[src/hw/asr_pkg.sv]
// Package with constants for the asynchronous serial receiver
package asr_pkg;
	localparam int OVERSAMPLE = 16;
	localparam int HALF_BIT = 8;
	localparam int CNT_W = 4;
	localparam logic [3:0] OS_LAST = 4'hF;
	localparam logic [3:0] OS_HALF = 4'h7;
	localparam logic [3:0] OS_CENTRE = 4'hF;
	localparam logic [3:0] DATA_BITS_8 = 4'h8;
	localparam logic [3:0] DATA_BITS_9 = 4'h9;
	localparam logic [8:0] CHAR_RESET = 9'h000;
	localparam logic [1:0] FIFO_CNT_RESET = 2'h0;
	localparam logic [7:0] TX_DATA_RESET = 8'h00;
	typedef enum logic [2:0] {
		ASR_IDLE = 3'h0,
		ASR_START = 3'h1,
		ASR_DATA = 3'h2,
		ASR_STOP = 3'h3
	} asr_state_e;
endpackage

[src/hw/asr_fifo_if.sv]
// Interface between the receive engine and the character buffer
`timescale 1ns/1ps
interface asr_fifo_if;
	logic in_valid;
	logic in_ready;
	logic [9:0] in_data;
	logic out_valid;
	logic out_ready;
	logic [9:0] out_data;
	logic flush;
	modport src (output in_valid, output in_data, output flush, input in_ready);
	modport buf_side (input in_valid, input in_data, input flush, output in_ready,
		output out_valid, output out_data, input out_ready);
	modport sink (input out_valid, input out_data, output out_ready);
endinterface

[src/hw/asr_receiver.sv]
// Asynchronous serial receive path with transmit set-up flags
// What this block does
// - Sample line at sixteen times baud rate
// - Run only when enabled, asynchronous, port on
// - Recheck start at half bit, else abandon
// - Majority-sample each data bit one bit later
// - Low stop sample marks framing error
// - Push character, raise pending after stop
// - Two-character buffer, read pops oldest
// - Pending high while enabled and unread
// - Interrupt needs pending and three enables
// - Framing status per entry, oldest shown
// - Framing cleared by read or port disable
// - Third character sets overrun, reception stops
// - Overrun cleared by receive or port disable
// - Nine-bit mode stores ninth bit per entry
// - Filtering in nine-bit mode keeps only ninth-bit-set characters
// - Ninth bit one marks an address
// - Transmit enable sets empty flag, interrupt
// - Transmit data write starts transmission
// - LSB first, low start, high stop
`timescale 1ns/1ps
module asr_receiver (
	input wire logic clk_sys_i,
	input wire logic srst_i,
	input wire logic serial_input_pin_i,
	input wire logic os_tick_i,
	input wire logic port_enable_i,
	input wire logic receive_enable_i,
	input wire logic sync_select_i,
	input wire logic nine_bit_receive_i,
	input wire logic address_filter_enable_i,
	input wire logic receive_irq_enable_i,
	input wire logic peripheral_irq_enable_i,
	input wire logic global_irq_enable_i,
	input wire logic receive_data_read_i,
	input wire logic transmit_enable_i,
	input wire logic transmit_irq_enable_i,
	input wire logic nine_bit_transmit_i,
	input wire logic transmit_ninth_bit_i,
	input wire logic [7:0] transmit_data_register_i,
	input wire logic transmit_write_i,
	input wire logic transmit_taken_i,
	output logic [7:0] receive_data_register_o,
	output logic receive_ninth_bit_o,
	output logic framing_error_flag_o,
	output logic overrun_flag_o,
	output logic receive_pending_flag_o,
	output logic receive_irq_o,
	output logic transmit_empty_flag_o,
	output logic transmit_irq_o,
	output logic transmit_start_o,
	output logic [8:0] transmit_char_o,
	output logic receive_idle_o
);
	asr_fifo_if fif ();
	asr_fifo u_fifo (
		.clk_sys_i(clk_sys_i),
		.srst_i(srst_i),
		.f(fif)
	);

	// Line synchroniser
	logic rx_meta_r;
	logic rx_sync_r;
	logic rx_prev_r;
	always_ff @(posedge clk_sys_i) begin
		if (srst_i) begin
			rx_meta_r <= 1'b1;
			rx_sync_r <= 1'b1;
		end else begin
			rx_meta_r <= serial_input_pin_i;
			rx_sync_r <= rx_meta_r;
		end
	end

	// Enables
	wire rx_on = receive_enable_i && !sync_select_i && port_enable_i;
	wire tx_on = transmit_enable_i && !sync_select_i && port_enable_i;

	asr_pkg::asr_state_e state_r;
	asr_pkg::asr_state_e state_nxt;
	logic [3:0] os_cnt_r;
	logic [3:0] bit_cnt_r;
	logic [8:0] shift_r;
	logic [2:0] vote_r;
	logic overrun_r;
	logic push_r;
	logic [9:0] push_data_r;

	wire fall = rx_prev_r && !rx_sync_r;
	wire [3:0] nbits = nine_bit_receive_i ? asr_pkg::DATA_BITS_9 : asr_pkg::DATA_BITS_8;
	wire vote_maj = (vote_r[0] & vote_r[1]) | (vote_r[1] & vote_r[2]) | (vote_r[0] & vote_r[2]);
	wire at_half = os_tick_i && os_cnt_r == asr_pkg::OS_HALF;
	wire at_centre = os_tick_i && os_cnt_r == asr_pkg::OS_CENTRE;
	wire vote_win = os_tick_i && (os_cnt_r == 4'hC || os_cnt_r == 4'hD || os_cnt_r == 4'hE);
	wire last_data = bit_cnt_r == 4'(nbits - 4'h1);
	wire stop_done = state_r == asr_pkg::ASR_STOP && at_centre;
	wire [8:0] char_word = nine_bit_receive_i ? shift_r : {1'b0, shift_r[8:1]};
	wire keep_char = !(address_filter_enable_i && nine_bit_receive_i) || char_word[8];

	// Receive sequencer
	always_comb begin
		state_nxt = state_r;
		unique case (state_r)
			asr_pkg::ASR_IDLE: if (fall && !overrun_r) state_nxt = asr_pkg::ASR_START;
			asr_pkg::ASR_START: if (at_half) state_nxt = rx_sync_r ? asr_pkg::ASR_IDLE : asr_pkg::ASR_DATA;
			asr_pkg::ASR_DATA: if (at_centre && last_data) state_nxt = asr_pkg::ASR_STOP;
			asr_pkg::ASR_STOP: if (at_centre) state_nxt = asr_pkg::ASR_IDLE;
			default: state_nxt = asr_pkg::ASR_IDLE;
		endcase
	end

	always_ff @(posedge clk_sys_i) begin
		if (srst_i || !rx_on) begin
			state_r <= asr_pkg::ASR_IDLE;
			os_cnt_r <= 4'h0;
			bit_cnt_r <= 4'h0;
			rx_prev_r <= 1'b1;
			vote_r <= 3'h7;
			shift_r <= asr_pkg::CHAR_RESET;
		end else begin
			state_r <= state_nxt;
			rx_prev_r <= rx_sync_r;
			if (state_r == asr_pkg::ASR_IDLE || (state_r == asr_pkg::ASR_START && at_half))
				os_cnt_r <= 4'h0;
			else if (os_tick_i)
				os_cnt_r <= 4'(os_cnt_r + 4'h1);
			if (vote_win)
				vote_r <= {vote_r[1:0], rx_sync_r};
			if (state_r == asr_pkg::ASR_START)
				bit_cnt_r <= 4'h0;
			else if (state_r == asr_pkg::ASR_DATA && at_centre) begin
				shift_r <= {vote_maj, shift_r[8:1]};
				bit_cnt_r <= 4'(bit_cnt_r + 4'h1);
			end
		end
	end

	// Hand-off to the buffer and overrun
	always_ff @(posedge clk_sys_i) begin
		if (srst_i || !port_enable_i || !receive_enable_i) begin
			overrun_r <= 1'b0;
			push_r <= 1'b0;
			push_data_r <= 10'h000;
		end else begin
			if (push_r && fif.in_ready)
				push_r <= 1'b0;
			if (stop_done && keep_char && !overrun_r) begin
				if (fif.in_ready) begin
					push_r <= 1'b1;
					push_data_r <= {!vote_maj, char_word};
				end else
					overrun_r <= 1'b1;
			end
		end
	end

	assign fif.in_valid = push_r && rx_on;
	assign fif.in_data = push_data_r;
	assign fif.flush = !port_enable_i;
	assign fif.out_ready = receive_data_read_i;

	// Oldest entry shown
	always_ff @(posedge clk_sys_i) begin
		if (srst_i) begin
			receive_data_register_o <= 8'h00;
			receive_ninth_bit_o <= 1'b0;
			framing_error_flag_o <= 1'b0;
		end else if (!port_enable_i) begin
			framing_error_flag_o <= 1'b0;
			receive_ninth_bit_o <= 1'b0;
		end else begin
			receive_data_register_o <= fif.out_data[7:0];
			receive_ninth_bit_o <= fif.out_valid && fif.out_data[8];
			framing_error_flag_o <= fif.out_valid && fif.out_data[9];
		end
	end

	assign overrun_flag_o = overrun_r;
	assign receive_pending_flag_o = rx_on && fif.out_valid;
	assign receive_irq_o = receive_pending_flag_o && receive_irq_enable_i && peripheral_irq_enable_i
		&& global_irq_enable_i;
	assign receive_idle_o = state_r == asr_pkg::ASR_IDLE;

	// Transmit holding register and empty flag
	logic tx_full_r;
	logic [8:0] tx_hold_r;
	always_ff @(posedge clk_sys_i) begin
		if (srst_i || !tx_on) begin
			tx_full_r <= 1'b0;
			tx_hold_r <= asr_pkg::CHAR_RESET;
		end else if (transmit_write_i) begin
			tx_full_r <= 1'b1;
			tx_hold_r <= {nine_bit_transmit_i && transmit_ninth_bit_i, transmit_data_register_i};
		end else if (transmit_taken_i)
			tx_full_r <= 1'b0;
	end
	assign transmit_empty_flag_o = tx_on && !tx_full_r;
	assign transmit_irq_o = transmit_empty_flag_o && transmit_irq_enable_i && peripheral_irq_enable_i
		&& global_irq_enable_i;
	assign transmit_start_o = tx_full_r;
	assign transmit_char_o = tx_hold_r;
endmodule // asr_receiver

[src/hw/asr_fifo.sv]
// Two-entry character buffer with framing status and ninth bit
`timescale 1ns/1ps
module asr_fifo (
	input wire logic clk_sys_i,
	input wire logic srst_i,
	asr_fifo_if.buf_side f
);
	logic [9:0] mem_r [0:1];
	logic rd_ptr_r;
	logic wr_ptr_r;
	logic [1:0] cnt_r;
	wire push = f.in_valid && f.in_ready;
	wire pop = f.out_valid && f.out_ready;
	assign f.in_ready = (cnt_r != 2'h2);
	assign f.out_valid = (cnt_r != 2'h0);
	assign f.out_data = mem_r[rd_ptr_r];

	always_ff @(posedge clk_sys_i) begin
		if (srst_i || f.flush) begin
			rd_ptr_r <= 1'b0;
			wr_ptr_r <= 1'b0;
			cnt_r <= asr_pkg::FIFO_CNT_RESET;
		end else begin
			if (push) begin
				mem_r[wr_ptr_r] <= f.in_data;
				wr_ptr_r <= ~wr_ptr_r;
			end
			if (pop)
				rd_ptr_r <= ~rd_ptr_r;
			cnt_r <= 2'(cnt_r + {1'b0, push} - {1'b0, pop});
		end
	end

	always @(posedge clk_sys_i) begin

	end
endmodule // asr_fifo

[config.mk]
export PLATFORM = sky130hd
export DESIGN_NAME = asr_receiver
export DESIGN_NICKNAME = d
export VERILOG_FILES = /design/src/hw/asr_pkg.sv /design/src/hw/asr_fifo_if.sv /design/src/hw/asr_receiver.sv /design/src/hw/asr_fifo.sv
export SDC_FILE = /design/constraint.sdc
export NUM_CORES = 1
export LEC_CHECK = 0
export BUFFER_PORTS_ARGS = -buffer_cell sky130_fd_sc_hd__buf_2
export CORE_MARGIN = 1.5
export CORE_UTILIZATION = 50
export CTS_CLUSTER_DIAMETER = 60
export DETAILED_ROUTE_END_ITERATION = 12
export GPL_TIMING_DRIVEN = 0
export PLACE_DENSITY = 0.81
export SLEW_MARGIN = 20
export SYNTH_ARGS = -nofsm -noshare
export SYNTH_HDL_FRONTEND = slang
export SYNTH_SLANG_ARGS = --single-unit
[constraint.sdc]
create_clock -name clk_sys_i -period 1.7 [get_ports clk_sys_i]
set_input_delay 0.085 -clock clk_sys_i [delete_from_list [all_inputs] [get_ports clk_sys_i]]
set_output_delay 0.085 -clock clk_sys_i [all_outputs]
set_load 0.1 [all_outputs]
# After elaboration in Yosys (flattened, before gate mapping)
# Memories as Yosys holds them, arrays and structs flattened. A register that Yosys moved wholly into a read port is not among the register bits.
# Index checks and enable logic that the tools add are counted.
# Widths: inputs -> output; s select.
[totals] regBits=62 ramBits=20 in_bits=27 output_inout_bits=26 n_memories=1
[mem_list] name="u_fifo.mem_r" depth=2 word_bits=10 rd=1 rd_ports_with_merged_regs=1 wr=1 line_no="asr_fifo.sv:8" rtl="logic [9:0] mem_r [0:1];"
[classes] addsub=5 n_eq_ne=14 n_mux=18 bitwise=10 reduce_logical=59
[ops] operator="$logic_and 1x1->1" n=31
[ops] operator="$eq 4x4->1 const B" n=4
[ops] operator="$mux 3" n=4
[ops] operator="$pmux 3 s4" n=1
[ops] operator="$mux 1" n=11
[ops] operator="$logic_not 1->1" n=10
[ops] operator="$mux 9" n=1
[ops] operator="$add 4x1->4 const B" n=2
[ops] operator="$logic_or 1x1->1" n=8
[ops] operator="$ne 2x2->1 const B" n=4
[ops] operator="$eq 3x2->1 const B" n=2
[ops] operator="$reduce_and 2->1" n=3
[ops] operator="$reduce_or 2->1" n=3
[ops] operator="$not 1->1" n=5
[ops] operator="$eq 4x3->1 const B" n=1
[ops] operator="$eq 4x4->1" n=1
[ops] operator="$reduce_and 4->1" n=1
[ops] operator="$reduce_bool 2->1" n=2
[ops] operator="$sub 4x1->4 const B" n=1
[ops] operator="$and 1x1->1" n=3
[ops] operator="$eq 3x1->1 const B" n=1
[ops] operator="$logic_not 3->1" n=1
[ops] operator="$add 2x1->2" n=1
[ops] operator="$mux 2" n=1
[ops] operator="3 further kinds" n=4

# Logic depth before layout (Yosys ltp)
[depth] word_depth=8 ltp_mapped=6 ltp_nobuf=6

# Cells and area by module
# A second synthesis with hierarchy kept.
[unflattened] cells_unflattened=310 hier_area_um2=3457.1
[by_module_without_submodules] module="asr_receiver" instances=1 cells_each=254 area_each_um2=2496.1 seq_area_each_um2=1141.1
[by_module_without_submodules] module="asr_fifo" instances=1 cells_each=56 area_each_um2=960.9 seq_area_each_um2=700.7

# Worst setup path after synthesis
# OpenSTA, ideal clock, no wires.
[synth_path] kind="reg-to-output" startpoint="register tx_full_r, in the netlist transmit_start_o" endpoint="output port transmit_irq_o" arrival_ns=4.106 setup_slack_ns=-2.491 stages_incl_launch_ff=3 path_buffers=0 path_cell_list="dfxtp_1 -> nor3b_1 -> and4_1"
[synth_between] elab_chain_cells=5
[synth_lines] item="from (decl)" line_no="asr_receiver.sv:187" rtl="logic tx_full_r;"
[synth_lines] item="from (signal assigned)" line_no="asr_receiver.sv:191" rtl="tx_full_r <= 1'b0;"
[synth_lines] item="from (signal assigned)" line_no="asr_receiver.sv:194" rtl="tx_full_r <= 1'b1;"
[synth_lines] item="from (signal assigned)" line_no="asr_receiver.sv:197" rtl="tx_full_r <= 1'b0;"
[synth_lines] item="$logic_not 1->1" line_no="asr_receiver.sv:199" rtl="assign transmit_empty_flag_o = tx_on && !tx_full_r;"
[synth_lines] item="$logic_and 1x1->1" line_no="asr_receiver.sv:199"
[synth_lines] item="named net transmit_empty_flag_o" line_no="asr_receiver.sv:50" rtl="output logic transmit_empty_flag_o,"
[synth_lines] item="$logic_and 1x1->1 (2 in series)" line_no="asr_receiver.sv:200" rtl="assign transmit_irq_o = transmit_empty_flag_o && transmit_irq_enable_i && peripheral_irq_enable_i"
[synth_lines] item="$logic_and 1x1->1" line_no="asr_receiver.sv:201" rtl="&& global_irq_enable_i;"
[synth_lines] item="to (decl)" line_no="asr_receiver.sv:51" rtl="output logic transmit_irq_o,"
# The timed path passes the listed nets, and every way through them passes these cells.

# Final worst setup path
[layout_path] startpoint="register u_fifo.cnt_r[1]" endpoint="register u_fifo.cnt_r[1]"
[layout_between] word_cells_on_any_way=6
[layout_rtl] item="from (decl)" line_no="asr_fifo.sv:11" rtl="logic [1:0] cnt_r;"
[layout_rtl] item="from (signal assigned)" line_no="asr_fifo.sv:22" rtl="cnt_r <= asr_pkg::FIFO_CNT_RESET;"
[layout_rtl] item="from (signal assigned)" line_no="asr_fifo.sv:30" rtl="cnt_r <= 2'(cnt_r + {1'b0, push} - {1'b0, pop});"
[layout_rtl] item="$reduce_bool 2->1" line_no="asr_fifo.sv:15" rtl="assign f.out_valid = (cnt_r != 2'h0);"
[layout_rtl] item="$logic_and 1x1->1" line_no="asr_fifo.sv:13" rtl="wire pop = f.out_valid && f.out_ready;"
[layout_rtl] item="named net u_fifo.pop" line_no="asr_fifo.sv:13"
[layout_rtl] item="$sub 2x1->2" line_no="asr_fifo.sv:30"
# The timed path passes the listed nets, and every way through them passes these cells.
# A chain may end at the register's enable or synchronous reset.

==> flow_metrics.tcl <==
set metrics [dict create \
    min_from "srst_i" \
    overflow 0 \
    num_vias 2493 \
    drc 4 \
    via_per_inst 5.32 \
    synth_seq_cells 82 \
    grt_pass1_wl_um 10900 \
    rr_startpoint "u_fifo.cnt_r[1]" \
    skew_ps 12.6 \
    slew_viol_final 0 \
    worstPathArrival_ps 1880 \
    crit_path_start "u_fifo.cnt_r[1]" \
    place_hpwl_um 4370 \
    die_w_um 85.2 \
    status "finished with violations" \
    placement_rows 29 \
    clk_latency_ps 360 \
    most-common-layout-cells "dfxtp_1, buf_2, nor2_1" \
    setup_ws_ps 71.7 \
    path_class "register to register" \
    p_per_area_mw_per_mm2 896 \
    synth_top_area_share_pct 36.7 \
    setup_viol 0 \
    start_kind "register" \
    r2r_setup_slack_ps 70 \
    wirelength_um 6440 \
    post-synth-top-area-cell "dfxtp_1" \
    r2r_end "u_fifo.cnt_r[1]" \
    cts_root_buf "clkbuf_8" \
    htreeDepth 3 \
    cts_buffers 9 \
    wl_per_cell_um 13.7 \
    ant_nets 0 \
    yosysWarnings 0 \
    firstDrtPassIters 8 \
    antennaDiodeCount 0 \
    drt_iter0_drc 97 \
    ys_types 47 \
    netlist_area_mm2 0.00338 \
    hold_depth 2 \
    fin_tns_setup_ps 0 \
    multi_input_area_mm2 0.00147 \
    syn-num-nets 344 \
    clockBufferDepth 2 \
    drive_gt1_share_pct 28.3 \
    start_util_pct 52.6 \
    netlist_instances 311 \
    violations "design-rule violations" \
    hold_class "primary input to register" \
    r2r_cells 6 \
    max-slew-margin-rel_pct 59.8 \
    grt_usage_pct 19.3 \
    fp.dieArea_mm2 0.00726 \
    clkTransAtPathRegs_ps 90 \
    synthToLayoutAreaGrowth_pct 23.1 \
    hold_viol 0 \
    ioPinCount 53 \
    fin_crit_ps 1630 \
    grt_max_degree 15 \
    fmax_ghz 0.614 \
    placed_area_mm2 0.00376 \
    peakVddDrop_uv 543 \
    rsz0062_at_grt "yes" \
    finalInstanceArea_mm2 0.00416 \
    pre_cts_slack_ps -349 \
    finish.net_count 420 \
    cp_data_required_time_ps 1950 \
    io_buffers 51 \
    endpoint_kind "register" \
    gp_congestion 0.851 \
    synth.top_cells.by_area "dfxtp_1, edfxtp_1, mux2i_1, nor2_1, a211oi_2" \
    fin_crit_sh_pct 95.8 \
    ys_seq_area_share_pct 54.5 \
    grt_pass1_vias 2407 \
    core_mm2 0.00642 \
    syn_avg_cell_area_um2 10.9 \
    grt_antenna_before_repair 0 \
    p_leak_nw 1.56 \
    async_reset_ff_share_pct 0 \
    cts_tree "done" \
    seq_area_mm2 0.00185 \
    synth-main-ff-cell "dfxtp_1" \
    crit_fanout 4 \
    worst_pin_slew_ps 603 \
    num-fill-cells 516 \
    die_y_um 85.2 \
    synth_edf_count 20 \
    hold_end "rx_prev_r" \
    clock_sinks 82 \
    maxCapViolations 0 \
    final_common_cell "dfxtp_1" \
]
==> report_power, final <==
part / internal [W] / switching, W
combinational: 0.0000824 / 0.000170
clock: 0.000765 / 0.000706
sequential: 0.00200 / 0.00000722
==> worst max path at each step <==
stage | slack (ps) | cells after the start | to
after floorplan | -350 | 2 | transmit_irq_o
after global placement | -300 | 6 | u_fifo.mem_r[0][0]
after detailed placement | -350 | 6 | u_fifo.mem_r[0][0]
after CTS | 0.6 | 6 | fif.in_data[8]
after global routing | -10 | 6 | u_fifo.cnt_r[1]
final | 70 | 6 | u_fifo.cnt_r[1]
==> cell usage after synthesis (all sizes together), types with 4 or more instances <==
| master | instances |
|---|---|
| nor2b | 4 |
| mux2i | 37 |
| nand3 | 9 |
| edfxtp | 20 |
| ha | 6 |
| clkbuf | 7 |
| nor2 | 46 |
| nand2 | 10 |
| inv | 6 |
| xor2 | 4 |
| buf | 10 |
| nor3 | 8 |
| a211oi | 17 |
| dfxtp | 62 |
| xnor2 | 4 |
| o21ai | 7 |
| a21oi | 17 |
==> state kept, by name (all words and copies together) (netlist names), named ones only <==
register and cells:
rx_prev_r 1, transmit_char_o 9, fif.in_data 10, state_r 2, u_fifo.rd_ptr_r 1, overrun_flag_o 1, shift_r 9, rx_sync_r 1
rx_meta_r 1, receive_data_register_o 8, u_fifo.cnt_r 2, framing_error_flag_o 1, os_cnt_r 4, transmit_start_o 1, u_fifo.wr_ptr_r 1, bit_cnt_r 4
receive_ninth_bit_o 1, u_fifo.mem_r 20, vote_r 3
==> cell families after synthesis <==
family | share of synthesized area [%]
simple gates | 14.6
mux | 11.0
fa+ha+maj | 2.52
flops | 54.5
buf+inv | 3.82
xor+xnor | 2.07
compound gates | 11.5
==> metrics by stage <==
stage	hold WS, ps	power, W	cells	utilization [%]
final	27.8	0.00373	469	64.8
after floorplan	187	0.00222	311	-
after detailed placement	283	0.00228	439	58.5
after global placement	282	0.00228	439	58.5
after CTS	21.9	0.00374	469	64.3
after global routing	33.5	0.00383	469	64.8
==> timing repair <==
item / in CTS / in global routing
pin swaps: 1 / 0
hold buffers: 12 / 0
gates resized for setup: 8 / 11
buffers inserted: 2 / 0
endpoints found under the setup margin: 39 / 24
hold endpoints to repair: 10 / 0
==> worst max-delay path, cell delays in order, from the launching register on <==
cell and delay (ps):
dfxtp_1 350, nor2_2 210, nor2b_2 80, ha_1 350
nor4_4 320, xnor2_1 160, nor2_1 60
==> per-layer routing <==
layer  track usage [%]  vias to the layer above  part of all wire (%)
li1                  -                     1266                     -
met1              23.2                     1163                    45
met2              32.8                       52                    51
met3              3.79                       12                   2.8
met4              9.84                        0                   1.8
met5                 0                        -                     0
==> layout make-up <==
| type | instances | share of cell area [%] |
|---|---|---|
| Timing Repair Buffer | 65 | 9.51 |
| Buffer | 17 | 2.59 |
| Inverter | 6 | 0.542 |
| Clock buffer | 10 | 3.58 |
| Multi-Input combinational cell | 206 | 35.4 |
| Tap cell | 77 | 2.32 |
| Clock inverter | 6 | 1.53 |
| Sequential cell | 82 | 44.5 |
Power figures use the tool's default switching activity.
